**config.mk**
```make
export PLATFORM = sky130hd
export DESIGN_NAME = dcc_regs
export DESIGN_NICKNAME = d
export VERILOG_FILES = /design/src/core/dcc_pkg.sv /design/src/core/dcc_regs.sv
export SDC_FILE = /design/constraint.sdc
export NUM_CORES = 1
export LEC_CHECK = 0
export ABC_CLOCK_PERIOD_IN_PS = 7950
export BUFFER_PORTS_ARGS = -buffer_cell sky130_fd_sc_hd__clkbuf_2
export CAP_MARGIN = 20
export CORE_UTILIZATION = 49
export DETAILED_ROUTE_END_ITERATION = 10
export GPL_TIMING_DRIVEN = 0
export PLACE_DENSITY = 0.87
export REMOVE_ABC_BUFFERS = 1
export SLEW_MARGIN = 20
export SYNTH_ARGS = -nofsm -noshare
export SYNTH_HDL_FRONTEND = slang
export SYNTH_SLANG_ARGS = --single-unit
```
**constraint.sdc**
```tcl
create_clock -name ref_clk -period 7.95 [get_ports ref_clk]
set_clock_uncertainty 0.15 [all_clocks]
set_input_delay 0.795 -clock ref_clk [delete_from_list [all_inputs] [get_ports ref_clk]]
set_output_delay 0.795 -clock ref_clk [all_outputs]
set_load 0.02 [all_outputs]
```
**src/core/dcc_pkg.sv**
```systemverilog
package dcc_pkg;
   // ----------------------------------------------------------------
   // geometry and offsets
   // ----------------------------------------------------------------
   localparam int             NUM_CH        = 7;
   localparam int             ADDR_W        = 8;
   localparam logic [7:0]     OFS_FLAG      = 8'h00;
   localparam logic [7:0]     OFS_CLEAR     = 8'h04;
   localparam logic [7:0]     OFS_CTL_BASE  = 8'h08;
   localparam logic [7:0]     OFS_CTL_STEP  = 8'h14;
   localparam logic [3:0]     NO_CHANNEL    = 4'hf;

   // ----------------------------------------------------------------
   // flag and clear layout, four bits per channel
   // ----------------------------------------------------------------
   localparam int             FLG_STRIDE    = 4;
   localparam int             FLG_SUM       = 0;
   localparam int             FLG_ALL       = 1;
   localparam int             FLG_HALF      = 2;
   localparam int             FLG_FAULT     = 3;
   localparam int             FLG_W         = 28;
   localparam logic [27:0]    FLAG_RESET    = 28'h0000000;

   // ----------------------------------------------------------------
   // channel control layout
   // ----------------------------------------------------------------
   localparam int             CTL_ON        = 0;
   localparam int             CTL_ALL_IE    = 1;
   localparam int             CTL_HALF_IE   = 2;
   localparam int             CTL_FAULT_IE  = 3;
   localparam int             CTL_DIR       = 4;
   localparam int             CTL_WRAP      = 5;
   localparam int             CTL_PSTEP     = 6;
   localparam int             CTL_MSTEP     = 7;
   localparam int             CTL_PSIZE     = 8;
   localparam int             CTL_MSIZE     = 10;
   localparam int             CTL_RANK      = 12;
   localparam int             CTL_COPY      = 14;
   localparam logic [31:0]    CTL_IMPL_MASK = 32'h00007fff;
   localparam logic [31:0]    CTL_LOCK_MASK = 32'h00007ff0;
   localparam logic [31:0]    CTL_RESET     = 32'h00000000;

   typedef enum logic [1:0] {
      RANK_LOW     = 2'b00,
      RANK_MEDIUM  = 2'b01,
      RANK_HIGH    = 2'b10,
      RANK_HIGHEST = 2'b11
   } dcc_rank_t;

   typedef enum logic [1:0] {
      SIZE_8   = 2'b00,
      SIZE_16  = 2'b01,
      SIZE_32  = 2'b10,
      SIZE_RSV = 2'b11
   } dcc_size_t;
endpackage : dcc_pkg

```
**src/core/dcc_regs.sv**
```systemverilog
`timescale 1ns/10ps
module dcc_regs
   import dcc_pkg::*;
(
   input  wire logic               ref_clk,
   input  wire logic               nrst,
   input  wire logic [ADDR_W-1:0]  bus_addr,
   input  wire logic [31:0]        bus_wdata,
   input  wire logic               bus_wr,
   input  wire logic               bus_rd,
   output logic      [31:0]        bus_rdata,
   input  wire logic [NUM_CH-1:0]  ev_fault,
   input  wire logic [NUM_CH-1:0]  ev_half_done,
   input  wire logic [NUM_CH-1:0]  ev_all_done,
   input  wire logic [NUM_CH-1:0]  xfer_req,
   output logic      [NUM_CH-1:0]  xfer_grant,
   output logic      [NUM_CH-1:0]  chan_irq,
   output logic      [NUM_CH-1:0]  channel_on,
   output logic      [NUM_CH-1:0]  mem_copy_mode,
   output logic      [13:0]        channel_rank,
   output logic      [13:0]        memory_word_size,
   output logic      [13:0]        periph_word_size,
   output logic      [NUM_CH-1:0]  memory_addr_step,
   output logic      [NUM_CH-1:0]  periph_addr_step,
   output logic      [NUM_CH-1:0]  wraparound_on,
   output logic      [NUM_CH-1:0]  mem_to_periph
);

   // ----------------------------------------------------------------
   // address decode
   // ----------------------------------------------------------------
   function automatic logic [3:0] ctl_index(input logic [ADDR_W-1:0] a);
      ctl_index = NO_CHANNEL;
      for (int i = 0; i < NUM_CH; i++) begin
         if (a == 8'(OFS_CTL_BASE + OFS_CTL_STEP * i)) begin
            ctl_index = 4'(i);
         end
      end
   endfunction : ctl_index

   logic [NUM_CH-1:0][31:0] ctl_ff;
   logic [NUM_CH-1:0][31:0] nxt_ctl;
   logic [FLG_W-1:0]        flag_ff;
   logic [FLG_W-1:0]        nxt_flag;
   logic [31:0]             rdata_ff;
   logic [31:0]             nxt_rdata;
   logic [NUM_CH-1:0]       irq_ff;
   logic [NUM_CH-1:0]       grant_ff;
   logic [NUM_CH-1:0]       nxt_grant;
   logic [3:0]              wr_idx;
   logic [3:0]              rd_idx;
   logic                    clr_wr;

   assign wr_idx = bus_wr ? ctl_index(bus_addr) : NO_CHANNEL;
   assign rd_idx = ctl_index(bus_addr);
   assign clr_wr = bus_wr && (bus_addr == OFS_CLEAR);

   // ----------------------------------------------------------------
   // channel control registers
   // ----------------------------------------------------------------
   always_comb begin
      for (int c = 0; c < NUM_CH; c++) begin
         if (ctl_ff[c][CTL_ON]) begin
            // mode, rank and sizes hold while running
            nxt_ctl[c] = (ctl_ff[c] & CTL_LOCK_MASK)
                       | (bus_wdata & CTL_IMPL_MASK & ~CTL_LOCK_MASK);
         end else begin
            nxt_ctl[c] = bus_wdata & CTL_IMPL_MASK;
         end
      end
   end

   always_ff @(posedge ref_clk) begin
      for (int c = 0; c < NUM_CH; c++) begin
         if (!nrst) begin
            ctl_ff[c] <= CTL_RESET;
         end else if (wr_idx == 4'(c)) begin
            ctl_ff[c] <= nxt_ctl[c];
         end
      end
   end

   // ----------------------------------------------------------------
   // field outputs
   // ----------------------------------------------------------------
   for (genvar g = 0; g < NUM_CH; g++) begin : g_fields
      assign channel_on[g]             = ctl_ff[g][CTL_ON];
      assign mem_copy_mode[g]          = ctl_ff[g][CTL_COPY];
      assign channel_rank[2*g +: 2]    = ctl_ff[g][CTL_RANK +: 2];
      assign memory_word_size[2*g +: 2] = ctl_ff[g][CTL_MSIZE +: 2];
      assign periph_word_size[2*g +: 2] = ctl_ff[g][CTL_PSIZE +: 2];
      assign memory_addr_step[g]       = ctl_ff[g][CTL_MSTEP];
      assign periph_addr_step[g]       = ctl_ff[g][CTL_PSTEP];
      assign wraparound_on[g]          = ctl_ff[g][CTL_WRAP];
      assign mem_to_periph[g]          = ctl_ff[g][CTL_DIR];
   end

   // ----------------------------------------------------------------
   // event flags, set wins over clear
   // ----------------------------------------------------------------
   always_comb begin
      for (int c = 0; c < NUM_CH; c++) begin
         logic sum_clr;
         sum_clr = clr_wr && bus_wdata[FLG_STRIDE*c + FLG_SUM];
         nxt_flag[FLG_STRIDE*c + FLG_FAULT] = ev_fault[c]
            || (flag_ff[FLG_STRIDE*c + FLG_FAULT]
                && !(sum_clr || (clr_wr && bus_wdata[FLG_STRIDE*c + FLG_FAULT])));
         nxt_flag[FLG_STRIDE*c + FLG_HALF] = ev_half_done[c]
            || (flag_ff[FLG_STRIDE*c + FLG_HALF]
                && !(sum_clr || (clr_wr && bus_wdata[FLG_STRIDE*c + FLG_HALF])));
         nxt_flag[FLG_STRIDE*c + FLG_ALL] = ev_all_done[c]
            || (flag_ff[FLG_STRIDE*c + FLG_ALL]
                && !(sum_clr || (clr_wr && bus_wdata[FLG_STRIDE*c + FLG_ALL])));
         nxt_flag[FLG_STRIDE*c + FLG_SUM] = ev_fault[c] || ev_half_done[c]
            || ev_all_done[c]
            || (flag_ff[FLG_STRIDE*c + FLG_SUM] && !sum_clr);
      end
   end

   always_ff @(posedge ref_clk) begin
      if (!nrst) begin
         flag_ff <= FLAG_RESET;
      end else begin
         flag_ff <= nxt_flag;
      end
   end

   // ----------------------------------------------------------------
   // per-channel interrupt
   // ----------------------------------------------------------------
   always_ff @(posedge ref_clk) begin
      for (int c = 0; c < NUM_CH; c++) begin
         if (!nrst) begin
            irq_ff[c] <= 1'b0;
         end else begin
            irq_ff[c] <= (flag_ff[FLG_STRIDE*c + FLG_FAULT] && ctl_ff[c][CTL_FAULT_IE])
               || (flag_ff[FLG_STRIDE*c + FLG_HALF] && ctl_ff[c][CTL_HALF_IE])
               || (flag_ff[FLG_STRIDE*c + FLG_ALL] && ctl_ff[c][CTL_ALL_IE]);
         end
      end
   end

   assign chan_irq = irq_ff;

   // ----------------------------------------------------------------
   // request arbiter
   // ----------------------------------------------------------------
   always_comb begin
      logic       found;
      logic [1:0] best;
      found     = 1'b0;
      best      = RANK_LOW;
      nxt_grant = '0;
      for (int c = 0; c < NUM_CH; c++) begin
         // strict compare keeps the lower channel on a tie
         if (xfer_req[c] && ctl_ff[c][CTL_ON]
             && (!found || ctl_ff[c][CTL_RANK +: 2] > best)) begin
            found     = 1'b1;
            best      = ctl_ff[c][CTL_RANK +: 2];
            nxt_grant = '0;
            nxt_grant[c] = 1'b1;
         end
      end
   end

   always_ff @(posedge ref_clk) begin
      if (!nrst) begin
         grant_ff <= '0;
      end else begin
         grant_ff <= nxt_grant;
      end
   end

   assign xfer_grant = grant_ff;

   // ----------------------------------------------------------------
   // read port, data valid only in the cycle after the strobe
   // ----------------------------------------------------------------
   always_comb begin
      nxt_rdata = 32'h00000000;
      if (!bus_rd) begin
         nxt_rdata = 32'h00000000;
      end else if (bus_addr == OFS_FLAG) begin
         nxt_rdata = {4'h0, flag_ff};
      end else if (bus_addr == OFS_CLEAR) begin
         nxt_rdata = 32'h00000000;
      end else if (rd_idx != NO_CHANNEL) begin
         nxt_rdata = ctl_ff[rd_idx[2:0]];
      end
   end

   always_ff @(posedge ref_clk) begin
      if (!nrst) begin
         rdata_ff <= 32'h00000000;
      end else begin
         rdata_ff <= nxt_rdata;
      end
   end

   assign bus_rdata = rdata_ff;

   // ----------------------------------------------------------------
   // per-channel flag checks
   // ----------------------------------------------------------------
   for (genvar g = 0; g < NUM_CH; g++) begin : g_flag_chk

   end

   // ----------------------------------------------------------------
   // per-channel control checks
   // ----------------------------------------------------------------
   for (genvar g = 0; g < NUM_CH; g++) begin : g_ctl_chk

   end
endmodule : dcc_regs

```
======== Yosys cells after proc, flatten, opt, wreduce, memory -nomap -nowiden ========
Index checks and enable logic that the tools add are counted.
cells by class
  $lt $le $gt $ge ......................... 7
  equality and inequality tests ........... 15
  multiplexer cells ....................... 39
  bitwise logic cells ..................... 10
  reduce and logical (&&, ||, !) cells .... 218
operator list
  cell                                                             count
  32-bit 2-to-1 mux                                                4
  15-bit by 4-bit bitwise OR with 15-bit output                    7
  32-bit binary-select mux with 3-bit select                       1
  1-bit logical AND                                                91
  28-bit 2-to-1 mux                                                3
  1-bit logical OR                                                 83
  15-bit 2-to-1 mux                                                4
  7-bit 2-to-1 mux                                                 6
  1-bit logical NOT                                                34
  4-bit 2-to-1 mux                                                 8
  8-bit by 7-bit == test with 1-bit output, second input constant  3
  4-bit by 3-bit == test with 1-bit output, second input constant  3
  2-bit greater-than comparator                                    6
  2-bit 2-to-1 mux                                                 6
  5-bit OR reduction                                               2
  4-bit by 2-bit == test with 1-bit output, second input constant  2
  8-bit by 3-bit == test with 1-bit output, second input constant  1
  8-bit by 4-bit == test with 1-bit output, second input constant  1
  8-bit by 5-bit == test with 1-bit output, second input constant  1
  8-bit by 6-bit == test with 1-bit output, second input constant  1
  8-bit == test, second input constant                             1
  8-bit logical NOT                                                1
  1-bit 2-to-1 mux                                                 7
  7-bit OR reduction                                               1
  10 further kinds                                                 12
word-level totals
  bits in registers ....................... 298
  input bits .............................. 72
  output and inout port bits .............. 130

======== Longest topological paths before layout ========
  depth in word-level cells ............... 26
  depth in mapped cells ................... 39
  mapped depth without buffers ............ 38

======== Worst setup path before layout ========
No wires, ideal clock.
  kind .................................... input-to-reg
  start point ............................. input port xfer_req[0]
  end point ............................... register grant_ff[0], in the netlist xfer_grant[0]
  library setup time ...................... 78 ps
  data arrival time ....................... 7575 ps
  setup slack ............................. 147 ps
  stages .................................. 38
  buffers on the path ..................... 0
  path through ............................ nand3_1 -> ha_1 -> nor2b_1 -> o21ai_0 -> a31oi_1 -> mux2_2 -> ha_1 -> nor2b_1 -> a2bb2oi_1 -> o21ai_0 -> nor2_1 -> a21o_1 -> ha_1 -> nor2b_1 -> a2bb2oi_1 -> o21ba_2 -> a211oi_1 -> a21oi_1 -> [2 not listed] -> o21ai_0 -> a21o_1 -> nand2_1 -> o22ai_1 -> ha_1 -> nor2b_1 -> a2bb2oi_1 -> o21bai_1 -> nor2_1 -> a21oi_1 -> o31ai_1 -> ha_1 -> nor2b_1 -> o21ai_0 -> a21oi_1 -> nand2b_1 -> or4_1 -> nor3_1
on the way
  longest elaborated chain between the ends .. 26
RTL lines
  item                                                                       RTL line         source
  start, declared                                                            dcc_regs.sv:15   input wire logic [NUM_CH-1:0] xfer_req,
  1-bit logical AND *                                                        dcc_regs.sv:156  if (xfer_req[c] && ctl_ff[c][CTL_ON]
  2-bit 2-to-1 mux / 1-bit 2-to-1 mux (equally long branches)                dcc_regs.sv:156
  2-bit greater-than comparator / 1-bit logical NOT (equally long branches)  dcc_regs.sv:157  && (!found || ctl_ff[c][CTL_RANK +: 2] > best)) begin
  1-bit logical OR                                                           dcc_regs.sv:157
  1-bit logical AND                                                          dcc_regs.sv:157
  2-bit 2-to-1 mux / 1-bit 2-to-1 mux (equally long branches)                dcc_regs.sv:156
  2-bit greater-than comparator / 1-bit logical NOT (equally long branches)  dcc_regs.sv:157
  1-bit logical OR                                                           dcc_regs.sv:157
  [10 not listed]                                                            --
  2-bit greater-than comparator / 1-bit logical NOT (equally long branches)  dcc_regs.sv:157
  1-bit logical OR                                                           dcc_regs.sv:157
  1-bit logical AND                                                          dcc_regs.sv:157
  2-bit 2-to-1 mux / 1-bit 2-to-1 mux (equally long branches)                dcc_regs.sv:156
  2-bit greater-than comparator / 1-bit logical NOT (equally long branches)  dcc_regs.sv:157
  1-bit logical OR                                                           dcc_regs.sv:157
  1-bit logical AND                                                          dcc_regs.sv:157
  7-bit OR reduction (no line)                                               --
  end signal, assigned                                                       dcc_regs.sv:170  grant_ff <= nxt_grant;
  end, declared                                                              dcc_regs.sv:48   logic [NUM_CH-1:0] grant_ff;
Every way passes the cells marked *; elsewhere a longest branch is shown, timed or not.
A chain may end at the register's enable or synchronous reset.

======== Worst setup path in the final report ========
Same ends and word-level chain as after synthesis.

==> run_summary.xml <==
<?xml version="1.0" encoding="UTF-8"?>
<metrics>
  <group name="logic_synthesis">
    <metric name="synth.ff_latch_count" unit="">175</metric>
    <metric name="synth-xor-area-share" unit="%">0.1995</metric>
    <metric name="proportion_of_synthesized_area_in_mux_cells" unit="%">12.28</metric>
    <metric name="netlist-cell-type-count" unit="">73</metric>
    <metric name="synth-adder-area-share" unit="%">1.710</metric>
    <metric name="synth-compound-area-share" unit="%">16.05</metric>
    <metric name="postSynth.asyncResetShare" unit="%">0</metric>
    <metric name="post_synth_instance_area" unit="mm²">0.008780</metric>
    <metric name="synth_top_cells_by_area" unit="">dfxtp_1 (40%), mux2i_1 (10%), buf_4 (7.8%)</metric>
    <metric name="synth.top_cell.area_share" unit="%">39.90</metric>
    <metric name="syn_area_per_cell" unit="µm²">9.370</metric>
    <metric name="yosys_warnings" unit="">0</metric>
    <metric name="synth-simple-area-share" unit="%">17.96</metric>
    <metric name="synth_area_leader" unit="">dfxtp_1</metric>
    <metric name="synth-edff-count" unit="">0</metric>
    <metric name="part_of_the_yosys_area_used_for_sequential_elements" unit="%">39.90</metric>
    <metric name="yosys_most_used_dff" unit="">dfxtp_1</metric>
    <metric name="largest_family_of_logic_cells_by_synthesized_area" unit="">simple AND/OR/NAND/NOR gates</metric>
    <metric name="syn-instance-count" unit="">937</metric>
  </group>
  <group name="place">
    <metric name="dpl.hpwl" unit="mm">17.02</metric>
    <metric name="place_area" unit="mm²">0.009265</metric>
    <metric name="port_buffers" unit="">193</metric>
    <metric name="place_congestion" unit="">0.8416</metric>
  </group>
  <group name="setup_path">
    <metric name="critical_path_capture_point_type" unit="">flip-flop</metric>
    <metric name="arrival_time_worst_endpoint" unit="ns">7.83</metric>
    <metric name="max_stage_delay" unit="ns">0.49</metric>
    <metric name="timing.critical_path.from_type" unit="">primary input</metric>
    <metric name="critical_path.slowest_cell" unit="">or4_4</metric>
    <metric name="crit_path_max_fanout" unit="">7</metric>
    <metric name="worst_ep_required_time" unit="ns">8.15</metric>
    <metric name="critPathMostFrequentCell" unit="">nor2b_1</metric>
    <metric name="timing_worst_setup_path_type" unit="">primary input to flip-flop</metric>
  </group>
  <group name="clock_network">
    <metric name="insertion_delay" unit="ns">0.43</metric>
    <metric name="cts_root_buffer" unit="">clkbuf_16</metric>
    <metric name="cts_buffers" unit="">17</metric>
    <metric name="clkTransAtPathRegs" unit="ns">0.07</metric>
    <metric name="htree_levels" unit="">4</metric>
    <metric name="number_of_hold_repair_buffers_added_at_the_cts_stage" unit="">0</metric>
    <metric name="tritoncts_num_sinks" unit="">175</metric>
    <metric name="cts_buffer_depth" unit="">2</metric>
    <metric name="cts_tree" unit="">built</metric>
  </group>
  <group name="route">
    <metric name="drt-pass1-iter-count" unit="">5</metric>
    <metric name="uppermost_signal_routing_layer_after_detailed_routing" unit="">met4</metric>
    <metric name="wirelength" unit="mm">24.75</metric>
    <metric name="met3RoutedLength" unit="mm">2.100</metric>
    <metric name="vias_per_cell" unit="">5.771</metric>
    <metric name="wl_per_cell" unit="µm">19.64</metric>
    <metric name="drc" unit="">0</metric>
    <metric name="postRouteAntennaNets" unit="">0</metric>
    <metric name="wirelength_met1" unit="mm">10.47</metric>
    <metric name="drt_first_iter_violations" unit="">655</metric>
    <metric name="wl_met2" unit="mm">11.44</metric>
    <metric name="detailroute.via_count" unit="">7272</metric>
  </group>
  <group name="final_layout">
    <metric name="mostFrequentLayoutCell" unit="">clkbuf_2</metric>
    <metric name="final_nets" unit="">1106</metric>
    <metric name="drive_above_1_share" unit="%">28.60</metric>
    <metric name="antenna_cells_inserted" unit="">0</metric>
    <metric name="postLayoutCellArea" unit="mm²">0.01005</metric>
    <metric name="layout-area-overhead-vs-synth" unit="%">14.44</metric>
    <metric name="mostFrequentLayoutCells" unit="">clkbuf_2 (191), dfxtp_1 (174), nor2b_1 (102), mux2i_1 (92), nand2_1 (69)</metric>
  </group>
  <group name="timing">
    <metric name="timing_worst_slew_pin_value" unit="ns">1.089</metric>
    <metric name="setup_tns" unit="ns">0</metric>
    <metric name="slew-limit-headroom" unit="%">27.40</metric>
    <metric name="max_freq" unit="MHz">131.1</metric>
    <metric name="setup-violations-final" unit="">0</metric>
    <metric name="period_minus_slack" unit="ns">7.631</metric>
    <metric name="period_share" unit="%">95.98</metric>
    <metric name="timing_hold_violations_final" unit="">0</metric>
    <metric name="slew_viol_final" unit="">0</metric>
  </group>
  <group name="floorplanning">
    <metric name="core" unit="mm²">0.01742</metric>
    <metric name="num_rows" unit="">48</metric>
    <metric name="die_area" unit="mm²">0.01846</metric>
    <metric name="io-pin-count" unit="">202</metric>
    <metric name="floorplan.initialDensity" unit="%">50.41</metric>
    <metric name="chipHeight" unit="µm">135.9</metric>
    <metric name="die_x" unit="µm">135.9</metric>
  </group>
  <group name="min_path">
    <metric name="hold_path.class" unit="">flip-flop to flip-flop</metric>
  </group>
  <group name="grt">
    <metric name="grt_antenna_before_repair" unit="">0</metric>
    <metric name="grt_first_pass_wirelength" unit="mm">37.32</metric>
    <metric name="gr-total-overflow" unit="">0</metric>
    <metric name="number_of_global_route_vias_before_repair" unit="">6874</metric>
    <metric name="grt_start_max_net_pins" unit="">105</metric>
    <metric name="groute.usage.overall" unit="%">26.65</metric>
  </group>
  <group name="pwr">
    <metric name="vdd_ir_drop_max" unit="mV">0.1469</metric>
    <metric name="power.leakage" unit="nW">4.111</metric>
    <metric name="p_per_area" unit="mW/mm²">183.8</metric>
  </group>
  <group name="outcome">
    <metric name="outcome" unit="">complete, no violations</metric>
  </group>
  <group name="run">
    <metric name="max_cap_violations" unit="">0</metric>
  </group>
</metrics>
==> path summary, 6_finish.rpt <==
path,startpoint,end,slack (ns),cells after the start
min,flag_ff[24]$_SDFF_PN0_,bus_rdata[24]$_SDFF_PN0_,0.30,1
max reg2reg,channel_rank[1]$_SDFFE_PN0P_,xfer_grant[0]$_SDFF_PP0_,0.39,38
max,xfer_req[0],xfer_grant[0]$_SDFF_PP0_,0.32,39
min reg2reg,flag_ff[24]$_SDFF_PN0_,bus_rdata[24]$_SDFF_PN0_,0.30,1
==> layer usage <==
metal  vias up  GRT usage, %
met1      3463         33.89
met4         0         11.42
met3        69         6.972
li1       3390             -
met5         -             0
met2       350         42.55
==> synthesized netlist by cell type (3+ instances only) <==
| cell | n |
|---|---|
| a21boi_0 | 7 |
| a21boi_1 | 4 |
| a21oi_1 | 43 |
| a221o_1 | 13 |
| a222oi_1 | 8 |
| a22oi_1 | 14 |
| a2bb2oi_1 | 3 |
| and2_1 | 18 |
| and3_1 | 13 |
| buf_2 | 8 |
| buf_4 | 91 |
| buf_6 | 8 |
| clkbuf_1 | 37 |
| dfxtp_1 | 175 |
| ha_1 | 12 |
| inv_1 | 11 |
| mux2_2 | 14 |
| mux2i_1 | 92 |
| nand2_1 | 70 |
| nand3_1 | 14 |
| nand4_1 | 3 |
| nor2_1 | 13 |
| nor2b_1 | 104 |
| nor3_1 | 9 |
| nor4_1 | 3 |
| o211a_1 | 3 |
| o21a_1 | 4 |
| o21ai_0 | 63 |
| o21ai_1 | 12 |
| o31ai_1 | 5 |
| o41a_1 | 7 |
==> worst max-delay path: cells and delay by family <==
kind / cells / cell delay, ns
AOI/OAI and AO/OA: 18 / 2.96
muxes: 1 / 0.34
adders and majority gates: 6 / 1.63
buffers and inverters: 1 / 0.15
and+or+nand+nor: 13 / 1.92
==> flip-flops by register name (all words and copies together), names as in the netlist, 14 cells and up <==
signal and cells:
bus_rdata 28, channel_rank 14, ctl_ff 21, flag_ff 28
memory_word_size 14, periph_word_size 14
==> cell type report <==
cell class	count	area (µm²)
clock buffers	17	425.4
inverters	11	41.29
flip-flops and latches	175	3507
multi-input cells	606	4415
clock inverters	15	171.4
well taps	225	281.5
fillers	1505	7370
repair buffers	211	1205
==> report_power, final <==
group	total [W]	switching, W	internal [W]
Sequential	0.000895	0.00000812	0.000887
Clock	0.000852	0.000379	0.000473
Combinational	0.000100	0.0000617	0.0000384
==> cell families after synthesis <==
family          Yosys count
simple gates            272
compound gates          210
buf+inv                 159
other cells               1
fa+ha+maj                12
xor+xnor                  2
mux                     106
flops                   175
==> stage by stage <==
stage / worst slack (ns) / total power [W] / hold slack, ns / std cells / util (%)
after global routing: -0.08699 / 0.001899 / 0.3303 / 1260 / 57.69
final: 0.3194 / 0.001847 / 0.3023 / 1260 / 57.69
after floorplan: 0.1343 / 0.0009517 / 0.2685 / 792 / -
after CTS: 0.008621 / 0.001853 / 0.3053 / 1254 / 56.72
after detailed placement: -0.7923 / 0.001011 / 0.2868 / 1221 / 53.20
after global placement: -0.7377 / 0.001006 / 0.2821 / 1210 / 51.90
==> what timing repair did <==
action / 4_1_cts / 5_1_grt
pin swaps: 1 / 11
gates resized for setup: 4 / 26
setup buffers: 1 / 5
setup endpoints to repair: 5 / 7
No activity file was read; power rests on OpenSTA's default activity.
